File: src/core/bit_test_pkg.sv
package bit_test_pkg;

  localparam int instr_width = 12;
  localparam int addr_width = 5;
  localparam int sel_width = 3;
  localparam int data_width = 8;

  // Opcode field sits in the top four bits of the instruction word.
  localparam int opcode_msb = 11;
  localparam int opcode_lsb = 8;
  localparam int sel_msb = 7;
  localparam int sel_lsb = 5;
  localparam int addr_msb = 4;
  localparam int addr_lsb = 0;

  localparam logic [3:0] opcode_skip_clear = 4'h6;
  localparam logic [3:0] opcode_skip_set = 4'h7;

  // All-zero word is the no-operation of this core.
  localparam logic [instr_width-1:0] no_operation_word = 12'h000;
  localparam logic [addr_width-1:0] addr_reset = 5'h00;

  typedef enum logic [2:0] {
    op_none = 3'b001,
    op_skip_clear = 3'b010,
    op_skip_set = 3'b100
  } test_op_type;

  typedef struct packed {
    test_op_type op;
    logic [sel_width-1:0] sel;
    logic [addr_width-1:0] addr;
  } decoded_type;

endpackage : bit_test_pkg

File: src/core/bit_test_decode.sv
module bit_test_decode (
  // Instruction word
  input wire logic [bit_test_pkg::instr_width-1:0] instr_in,
  // Decoded fields
  output bit_test_pkg::decoded_type decoded_out
);

  always_comb begin
    decoded_out.sel = instr_in[bit_test_pkg::sel_msb:bit_test_pkg::sel_lsb];
    decoded_out.addr = instr_in[bit_test_pkg::addr_msb:bit_test_pkg::addr_lsb];
    case (instr_in[bit_test_pkg::opcode_msb:bit_test_pkg::opcode_lsb])
      bit_test_pkg::opcode_skip_clear: begin
        decoded_out.op = bit_test_pkg::op_skip_clear; // [RL6]
      end
      bit_test_pkg::opcode_skip_set: begin
        decoded_out.op = bit_test_pkg::op_skip_set; // [RL2]
      end
      default: begin
        decoded_out.op = bit_test_pkg::op_none;
      end
    endcase
  end

endmodule : bit_test_decode

File: src/core/bit_test_skip_decode.sv
// Behaviour
// RL1: The skip-if-clear test skips the next instruction when the selected register bit is zero.
// RL2: Word 0111 bbbf ffff is the skip-if-set test, skipping when the selected bit is one.
// RL3: A taken skip discards the prefetched word and executes a no-operation in its place.
// RL4: A bit test takes one cycle without skip and two cycles with the skip taken.
// RL5: Fetch runs in parallel with the test; the skip cancels a fetched word, never stalls fetch.
// RL6: Word 0110 bbbf ffff is the skip-if-clear test; neither test writes flags or the register.
module bit_test_skip_decode (
  // Clock and reset
  input wire logic clk_in,
  input wire logic sys_rst_in,
  // Instruction from fetch, one word per instruction cycle
  input wire logic [bit_test_pkg::instr_width-1:0] fetch_word_in,
  input wire logic fetch_valid_in,
  // Register file read port, combinational answer to read_addr_out
  input wire logic [bit_test_pkg::data_width-1:0] file_data_in,
  // Register file address for the test in execute
  output logic [bit_test_pkg::addr_width-1:0] read_addr_out,
  // Execute stage
  output logic [bit_test_pkg::instr_width-1:0] exec_word_out,
  output logic exec_valid_out,
  output logic exec_flush_out,
  output logic skip_taken_out,
  output logic pass_on_out
);

  ////////////////////////////////////////////////////////////////////////////
  // The execute slot is open for a test, or held for one cycle as the
  // no-operation that replaces a discarded prefetch.
  typedef enum logic [1:0] {
    slot_open = 2'h1,
    slot_flush = 2'h2
  } slot_state_type;

  logic [bit_test_pkg::instr_width-1:0] exec_word_q;
  logic exec_valid_q;
  slot_state_type slot_q;
  slot_state_type slot_d;
  logic skip_taken_q;
  logic pass_on_q;
  logic [bit_test_pkg::addr_width-1:0] read_addr_q;

  bit_test_pkg::decoded_type dec;
  logic [bit_test_pkg::data_width-1:0] sel_onehot;
  logic [bit_test_pkg::data_width-1:0] bit_hit;
  logic bit_value;
  logic skip_d;

  bit_test_decode decoder (
    .instr_in(exec_word_q),
    .decoded_out(dec)
  );

  // The read port is addressed from the word now in execute, so the tested bit
  // is ready in the same instruction cycle as the test itself.
  // Each bit is gated by its own select line; an AND-OR keeps the pick flat
  // and avoids a variable index into the byte.
  for (genvar b = 0; b < bit_test_pkg::data_width; b++) begin : g_bit
    assign sel_onehot[b] = (int'(dec.sel) == b);
    assign bit_hit[b] = sel_onehot[b] & file_data_in[b];
  end

  assign bit_value = |bit_hit; // [RL1] [RL2]

  // A flushed slot never tests, so a bit test that was itself skipped has no effect.
  always_comb begin
    skip_d = 1'b0;
    if (exec_valid_q && (slot_q == slot_open)) begin
      case (dec.op)
        bit_test_pkg::op_skip_clear: begin
          skip_d = (bit_value == 1'b0); // [RL1]
        end
        bit_test_pkg::op_skip_set: begin
          skip_d = (bit_value == 1'b1); // [RL2]
        end
        default: begin
          skip_d = 1'b0;
        end
      endcase
    end
  end

  ////////////////////////////////////////////////////////////////////////////
  // Fetch is never held back: the next word is always accepted, even in the
  // cycle in which it is about to be discarded. [RL5]
  always_ff @(posedge clk_in) begin
    if (sys_rst_in) begin
      exec_word_q <= bit_test_pkg::no_operation_word;
    end else if (fetch_valid_in) begin
      exec_word_q <= fetch_word_in; // [RL5]
    end else begin
      exec_word_q <= bit_test_pkg::no_operation_word;
    end
  end

  // An empty fetch slot leaves execute idle, and an idle slot never tests.
  always_ff @(posedge clk_in) begin
    if (sys_rst_in) begin
      exec_valid_q <= 1'b0;
    end else begin
      exec_valid_q <= fetch_valid_in;
    end
  end

  // The flush holds the prefetched word as a no-operation for one cycle,
  // which is the second cycle of the taken test. [RL3] [RL4]
  always_comb begin
    slot_d = slot_q;
    case (slot_q)
      slot_open: begin
        if (skip_d) begin
          slot_d = slot_flush; // [RL3]
        end else begin
          slot_d = slot_open;
        end
      end
      slot_flush: begin
        slot_d = slot_open; // [RL4]
      end
      default: begin
        slot_d = slot_open;
      end
    endcase
  end

  always_ff @(posedge clk_in) begin
    if (sys_rst_in) begin
      slot_q <= slot_open;
    end else begin
      slot_q <= slot_d;
    end
  end

  // One pulse per taken skip, so the core can account for the extra cycle
  // without decoding the flushed slot itself. [RL4]
  always_ff @(posedge clk_in) begin
    if (sys_rst_in) begin
      skip_taken_q <= 1'b0;
    end else begin
      skip_taken_q <= skip_d;
    end
  end

  ////////////////////////////////////////////////////////////////////////////
  // Tests only read the file; pass_on tells the core the executing slot is a
  // real instruction. Flag and register writes stay with the core. [RL6]
  always_ff @(posedge clk_in) begin
    if (sys_rst_in) begin
      pass_on_q <= 1'b0;
    end else begin
      pass_on_q <= fetch_valid_in && !skip_d;
    end
  end

  // The address follows every fetched word, valid or not; an empty slot
  // decodes as a no-operation, so a stale address is never tested.
  always_ff @(posedge clk_in) begin
    if (sys_rst_in) begin
      read_addr_q <= bit_test_pkg::addr_reset;
    end else begin
      read_addr_q <= fetch_word_in[bit_test_pkg::addr_msb:bit_test_pkg::addr_lsb];
    end
  end

  ////////////////////////////////////////////////////////////////////////////
  // The word sent on is replaced by a no-operation while it is flushed, and an
  // empty fetch slot is sent on as a no-operation as well. [RL3]
  logic [bit_test_pkg::instr_width-1:0] out_word_d;
  logic [bit_test_pkg::instr_width-1:0] out_word_q;
  logic out_valid_q;
  logic out_flush_q;

  always_comb begin
    out_word_d = bit_test_pkg::no_operation_word;
    case ({skip_d, fetch_valid_in})
      2'h1: begin
        out_word_d = fetch_word_in;
      end
      2'h3: begin
        out_word_d = bit_test_pkg::no_operation_word; // [RL3]
      end
      default: begin
        out_word_d = bit_test_pkg::no_operation_word;
      end
    endcase
  end

  always_ff @(posedge clk_in) begin
    if (sys_rst_in) begin
      out_word_q <= bit_test_pkg::no_operation_word;
    end else begin
      out_word_q <= out_word_d;
    end
  end

  // Valid follows fetch even in a flushed slot: the slot was filled, its word
  // was only discarded. [RL5]
  always_ff @(posedge clk_in) begin
    if (sys_rst_in) begin
      out_valid_q <= 1'b0;
    end else begin
      out_valid_q <= fetch_valid_in;
    end
  end

  // The flush pulse marks the slot that holds the inserted no-operation.
  always_ff @(posedge clk_in) begin
    if (sys_rst_in) begin
      out_flush_q <= 1'b0;
    end else begin
      out_flush_q <= skip_d; // [RL3]
    end
  end

  assign read_addr_out = read_addr_q;
  assign exec_word_out = out_word_q;
  assign exec_valid_out = out_valid_q;
  assign exec_flush_out = out_flush_q;
  assign skip_taken_out = skip_taken_q;
  assign pass_on_out = pass_on_q;

endmodule : bit_test_skip_decode

File: config.mk
export PLATFORM = sky130hd
export DESIGN_NAME = bit_test_skip_decode
export DESIGN_NICKNAME = d
export VERILOG_FILES = /design/src/core/bit_test_pkg.sv /design/src/core/bit_test_decode.sv /design/src/core/bit_test_skip_decode.sv
export SDC_FILE = /design/constraint.sdc
export NUM_CORES = 1
export LEC_CHECK = 0
export BUFFER_PORTS_ARGS = -buffer_cell sky130_fd_sc_hd__buf_2
export CORE_MARGIN = 5
export CORE_UTILIZATION = 35
export DETAILED_ROUTE_END_ITERATION = 12
export GPL_TIMING_DRIVEN = 1
export SLEW_MARGIN = 20
export SYNTH_ARGS = -nofsm -noshare
export SYNTH_HDL_FRONTEND = slang
export SYNTH_SLANG_ARGS = --single-unit
File: constraint.sdc
create_clock -name clk_in -period 2.15 [get_ports clk_in]
set_clock_uncertainty 0.15 [all_clocks]
set_input_delay 0.215 -clock clk_in [delete_from_list [all_inputs] [get_ports clk_in]]
set_output_delay 0.215 -clock clk_in [all_outputs]
set_load 0.02 [all_outputs]
==> flow_summary.json, run 1 <==
{
  "path_clk_slew_ns": 0.08,
  "async_reset_ff_share_pct": 0,
  "htree_num_levels": 2,
  "final_core_util_pct": 53.2,
  "synthCells": 73,
  "min_from": "sys_rst_in",
  "cts_resized": 0,
  "hpwlAfterDp_um": 1340,
  "drcViolationCount": 0,
  "layout-drive-gt1-share_pct": 40.6,
  "first_pass_iters": 3,
  "relSlewSlack_pct": 49.0,
  "sw_frac_of_total_pct": 21.7,
  "ys_types": 16,
  "worst_ep_arrival_time_ns": 1.96,
  "dp.cells": 144,
  "r2r_slack_ns": 0.29,
  "syn_area_per_cell_sq_um": 12.2,
  "post-place-ws_ns": 0.286,
  "worstHoldEndpoint": "read_addr_out[0]",
  "die_width_um": 60.5,
  "status": "finished, final reports clean",
  "routedWlPerCell_um": 11.4,
  "yosysSeqAreaShare_pct": 65.1,
  "cts_setup_buffers": 0,
  "routed-wl-met3_um": 160,
  "clockBufferDepth": 2,
  "portBuffers": 43,
  "post_dp_cell_area_sq_um": 1130,
  "yosys_warnings": 0,
  "fmax_mhz": 536,
  "power_density_nw_per_um2": 751,
  "grt_max_degree": 15,
  "io_pins": 44,
  "grt_pass1_wl_um": 2950,
  "p_int_uw": 768,
  "synth-seq-cells": 29,
  "die_y_um": 60.5,
  "grt_setup_unrepaired": "no",
  "rows": 18,
  "final-max-slew-violation-count": 0,
  "timing.rr.end": "exec_word_out[0]",
  "seqPwrFrac_pct": 57.6,
  "area_growth_pct": 46.3,
  "gr-usage-all-layers_pct": 11.6,
  "critPathLaunch": "exec_word_q[7]",
  "setup_viol": 0,
  "grt_pass1_vias": 719,
  "cp_max_fo": 8,
  "cap_violations": 0,
  "cts_tree": "yes",
  "r2r_cells": 5,
  "period_minus_slack_ns": 1.86,
  "fin_area_sq_um": 1310,
  "synthTopCellsByCount": "dfxtp_1 (29), and2_1 (15), nor2b_1 (6)",
  "route.top_layer_used": "met4",
  "start_util_pct": 36.3,
  "finalHoldViolations": 0,
  "hold-path-cell-count": 2,
  "clk-insertion-delay-late_ns": 0.30,
  "gp_congestion": 0.657,
  "synth-edff-count": 0,
  "final-instance-count-excl-fill": 163,
  "die_area_sq_um": 3660,
  "numCtsBuffers": 5,
  "p_switching_uw": 213,
  "cp-start-kind": "flop",
  "fin_crit_sh_pct": 86.7,
  "rr_startpoint": "exec_word_q[7]",
  "wirelength_met1_um": 627,
  "yosysTopAreaCellShare_pct": 65.1,
  "ir_drop_mv": 0.475,
  "fin_setup_tns_ns": 0,
  "clkSinkCount": 29,
  "drt-vias-per-instance": 4.13,
  "fin_ws_ns": 0.285,
  "wirelength_um": 1850,
  "wl_met2_um": 1040,
  "drtIter0Drc": 8,
  "total_power_uw": 980,
  "p_leak_nw": 0.642,
  "comb_power_share_pct": 10.5,
  "path_class": "reg2reg",
  "core_area_sq_um": 2450,
  "cts_root_buf": "clkbuf_4",
  "syn_area_sq_um": 892,
  "cp-end-kind": "flop",
  "synth.most_common_cell": "dfxtp_1",
  "netlist_top_cells_area": "dfxtp_1 (65%), and2_1 (11%), mux2i_1 (4.5%)",
  "hp-class": "in2reg",
  "whs_ns": 0.0437,
  "ctsHoldBuffers": 12,
  "insertedDiodeCount": 0,
  "cp.required_ns": 2.25,
  "p_clk_share_pct": 31.9,
  "synthFlopType": "dfxtp_1",
  "syn-num-nets": 96,
  "antenna_found_initial": 0,
  "grt_remaining_overflow": 0,
  "vias": 673,
  "ant_nets": 0,
  "synth_largest_area_cell": "dfxtp_1",
  "nets": 156,
  "worstMarginPinSlew_ns": 0.763
}
## cells in the final DEF (no fill, tap or decap), drive strengths merged
cell type and n:
buf 45, dfxtp 29, and2 15, dlygate4sd3 12, clkbuf 7, nor2b 6
and3 5, mux2i 5, nor3 2, nor2 2, inv 1, nand2b 1
nand4b 1, mux4 1, or2 1
## cell families (layout without fill, tap and decap cells)
group                  Yosys count  in the layout  share of synthesized area (%)
DFF                             29             29                           65.1
buffers and inverters            5             65                           3.79
and+or+nand+nor                 33             33                           22.6
muxes                            6              6                           8.56
## worst max-delay path, cell delays in order, from the launching register on
cell and delay [ns]:
dfxtp_1 0.45, mux2i_1 0.10, mux4_2 0.49, mux2i_2 0.28, buf_4 0.20, and3_1 0.15
## layer usage
| layer | track usage, % | up-vias |
|---|---|---|
| met4 | 7.12 | 0 |
| met3 | 7.02 | 4 |
| met5 | 0 | - |
| met2 | 19.6 | 20 |
| met1 | 10.7 | 297 |
| li1 | - | 352 |
## sequential cells by signal, summed over array words and instances, names as in the netlist
signal / cells
pass_on_out: 1
exec_word_q: 7
slot_q: 2
exec_flush_out: 1
exec_word_out: 12
read_addr_out: 5
exec_valid_out: 1
## cell type report
class / count / area [sq um]
Fill cell: 231 / 1150
Inverter: 1 / 3.75
Sequential cell: 29 / 581
Tap cell: 30 / 37.5
Multi-Input combinational cell: 39 / 278
Timing Repair Buffer: 57 / 350
Clock buffer: 7 / 55.1
## worst max-delay path by stage
stage                                  end  slack (ns)
after global placement    exec_word_out[0]        0.34
after detailed placement  exec_word_out[3]        0.29
after global routing      exec_word_out[1]        0.14
after floorplan                  slot_q[0]        0.41
final                     exec_word_out[0]        0.29
after CTS                 exec_word_out[0]        0.26
## power by group through the flow
stage               clock network (mW)  logic [mW]  registers, mW
floorplan                            0      0.0272          0.597
global placement                     0      0.0867          0.576
detailed placement                   0      0.0877          0.577
CTS                              0.327       0.104          0.565
global route                     0.352       0.114          0.567
finish                           0.313       0.103          0.564
(Power assumes the default switching activity.)
==> run 2, diff against run 1 <==
- CORE_UTILIZATION: 35 -> 40
- PLACE_DENSITY: default -> 0.71
==> flow_summary.json, run 2 (same netlist as run 1, synthesis figures left out) <==
{
  "path_depth": 5,
  "p_leak_nw": 0.637,
  "vias": 681,
  "largest_reg_flops": 12,
  "grt_remaining_overflow": 0,
  "grt_pass1_wl_um": 2960,
  "grt_pass1_vias": 714,
  "fmax_mhz": 540,
  "slowest_stage": "mux4_2",
  "nets": 156,
  "clk-insertion-delay-late_ns": 0.30,
  "layout-drive-gt1-share_pct": 39.6,
  "clkSinkCount": 29,
  "start_util_pct": 41.1,
  "cts_tree": "yes",
  "routedWlPerCell_um": 11.1,
  "ant_nets": 0,
  "cp-end-kind": "flop",
  "use_met2_pct": 21.5,
  "die_width_um": 57.2,
  "first_pass_iters": 3,
  "rows": 17,
  "clockBufferDepth": 2,
  "post_dp_cell_area_sq_um": 1130,
  "antenna_found_initial": 0,
  "drtIter0Drc": 6,
  "path_buf_inv": 1,
  "portBuffers": 43,
  "htree_num_levels": 2,
  "crit_chain": "mux2i_1 > mux4_2 > mux2i_2 > buf_4 > and3_1",
  "grt.met1_usage_pct": 11.6,
  "r2r_cells": 5,
  "hp-class": "in2reg",
  "setup_viol": 0,
  "gr-usage-all-layers_pct": 11.9,
  "critPathTopFamily": "multiplexers",
  "worstMarginPinSlew_ns": 0.705,
  "wirelength_um": 1800,
  "cp-start-kind": "flop",
  "grt_max_degree": 15,
  "path_clk_slew_ns": 0.08,
  "insertedDiodeCount": 0,
  "top_usage_layer": "met2",
  "cp_max_fo": 7,
  "numCtsBuffers": 5,
  "drt-vias-per-instance": 4.20,
  "grt_setup_unrepaired": "no",
  "worst_ep_arrival_time_ns": 1.95,
  "path_class": "reg2reg",
  "period_minus_slack_ns": 1.85,
  "most-common-layout-cells": "buf_2 (43), dfxtp_1 (29), and2_1 (15), dlygate4sd3_1 (12), nor2b_1 (6)",
  "cts_root_buf": "clkbuf_4",
  "hold-path-cell-count": 2,
  "ir_drop_mv": 0.410,
  "die_area_sq_um": 3270,
  "grtUsageMet3_pct": 3.62,
  "cp.required_ns": 2.24,
  "drcViolationCount": 0,
  "cap_violations": 0,
  "status": "finished, final reports clean",
  "final_common_cell": "buf_2",
  "io_pins": 44,
  "gp_congestion": 0.691,
  "die_y_um": 57.2,
  "fin_crit_sh_pct": 86.1,
  "power_density_nw_per_um2": 736,
  "cts_resized": 0,
  "finalHoldViolations": 0,
  "fin_area_sq_um": 1300,
  "fillCellCount": 207,
  "final-max-slew-violation-count": 0,
  "core_area_sq_um": 2170,
  "cpPeakStageDelay_ns": 0.49,
  "cts_setup_buffers": 0,
  "relSlewSlack_pct": 52.9,
  "hpwlAfterDp_um": 1310,
  "fin_setup_tns_ns": 0,
  "area_growth_pct": 45.3
}
==> run 2: changes by cell type in the layout (fill, tap and decap cells not counted) <==
cell	before	now
clkbuf_8	1	0
clkbuf_1	1	3
==> run 2: path summary, 6_finish.rpt <==
path,slack (ns),end,from
worst max-delay path,0.30,exec_word_out[1],exec_word_q[7]
worst min-delay path,0.04,slot_q[1],sys_rst_in
worst min register to register,0.66,slot_q[0],exec_word_q[8]
worst max register to register,0.30,exec_word_out[1],exec_word_q[7]
==> run 2: cell type report <==
| class | instances | area [sq um] | area share [%] |
|---|---|---|---|
| clock buffers | 8 | 48.8 | 3.76 |
| inverters | 1 | 3.75 | 0.290 |
| multi-input cells | 39 | 278 | 21.4 |
| flip-flops and latches | 29 | 581 | 44.8 |
| well taps | 28 | 35.0 | 2.70 |
| repair buffers | 57 | 350 | 27.0 |
==> run 2: what timing repair did <==
item / CTS / global route
hold buffers: 12 / 0
setup endpoints to repair: 0 / 0
hold endpoints to repair: 16 / 0
==> run 2: worst register-to-register path, stage by stage (launching register included) <==
cell     delay [ns]
dfxtp_1        0.44
mux2i_1        0.10
mux4_2         0.49
mux2i_2        0.27
buf_4          0.19
and3_1         0.15
==> run 2: power by group <==
group	switching (mW)	internal [mW]	leakage [nW]	total [mW]
Sequential	0.00654	0.558	0.239	0.564
Clock	0.157	0.130	0.0265	0.287
Combinational	0.0470	0.0560	0.372	0.103
==> run 2: layer usage <==
metal  vias to the layer above  wire (um)
li1                        353          -
met4                         0         53
met2                        16        990
met3                         5         99
met1                       307        658
met5                         -          0
==> run 2: stage by stage <==
stage	util [%]	power [mW]	cells	worst slack [ns]	hold WS [ns]
2_1_floorplan	-	0.624	73	0.409	0.137
3_3_place_gp	52.0	0.663	142	0.398	0.288
3_5_place_dp	52.0	0.664	142	0.327	0.291
4_1_cts	59.7	0.968	162	0.302	0.0338
5_1_grt	59.7	1.00	162	0.206	0.0351
6_report	59.7	0.955	162	0.298	0.0437
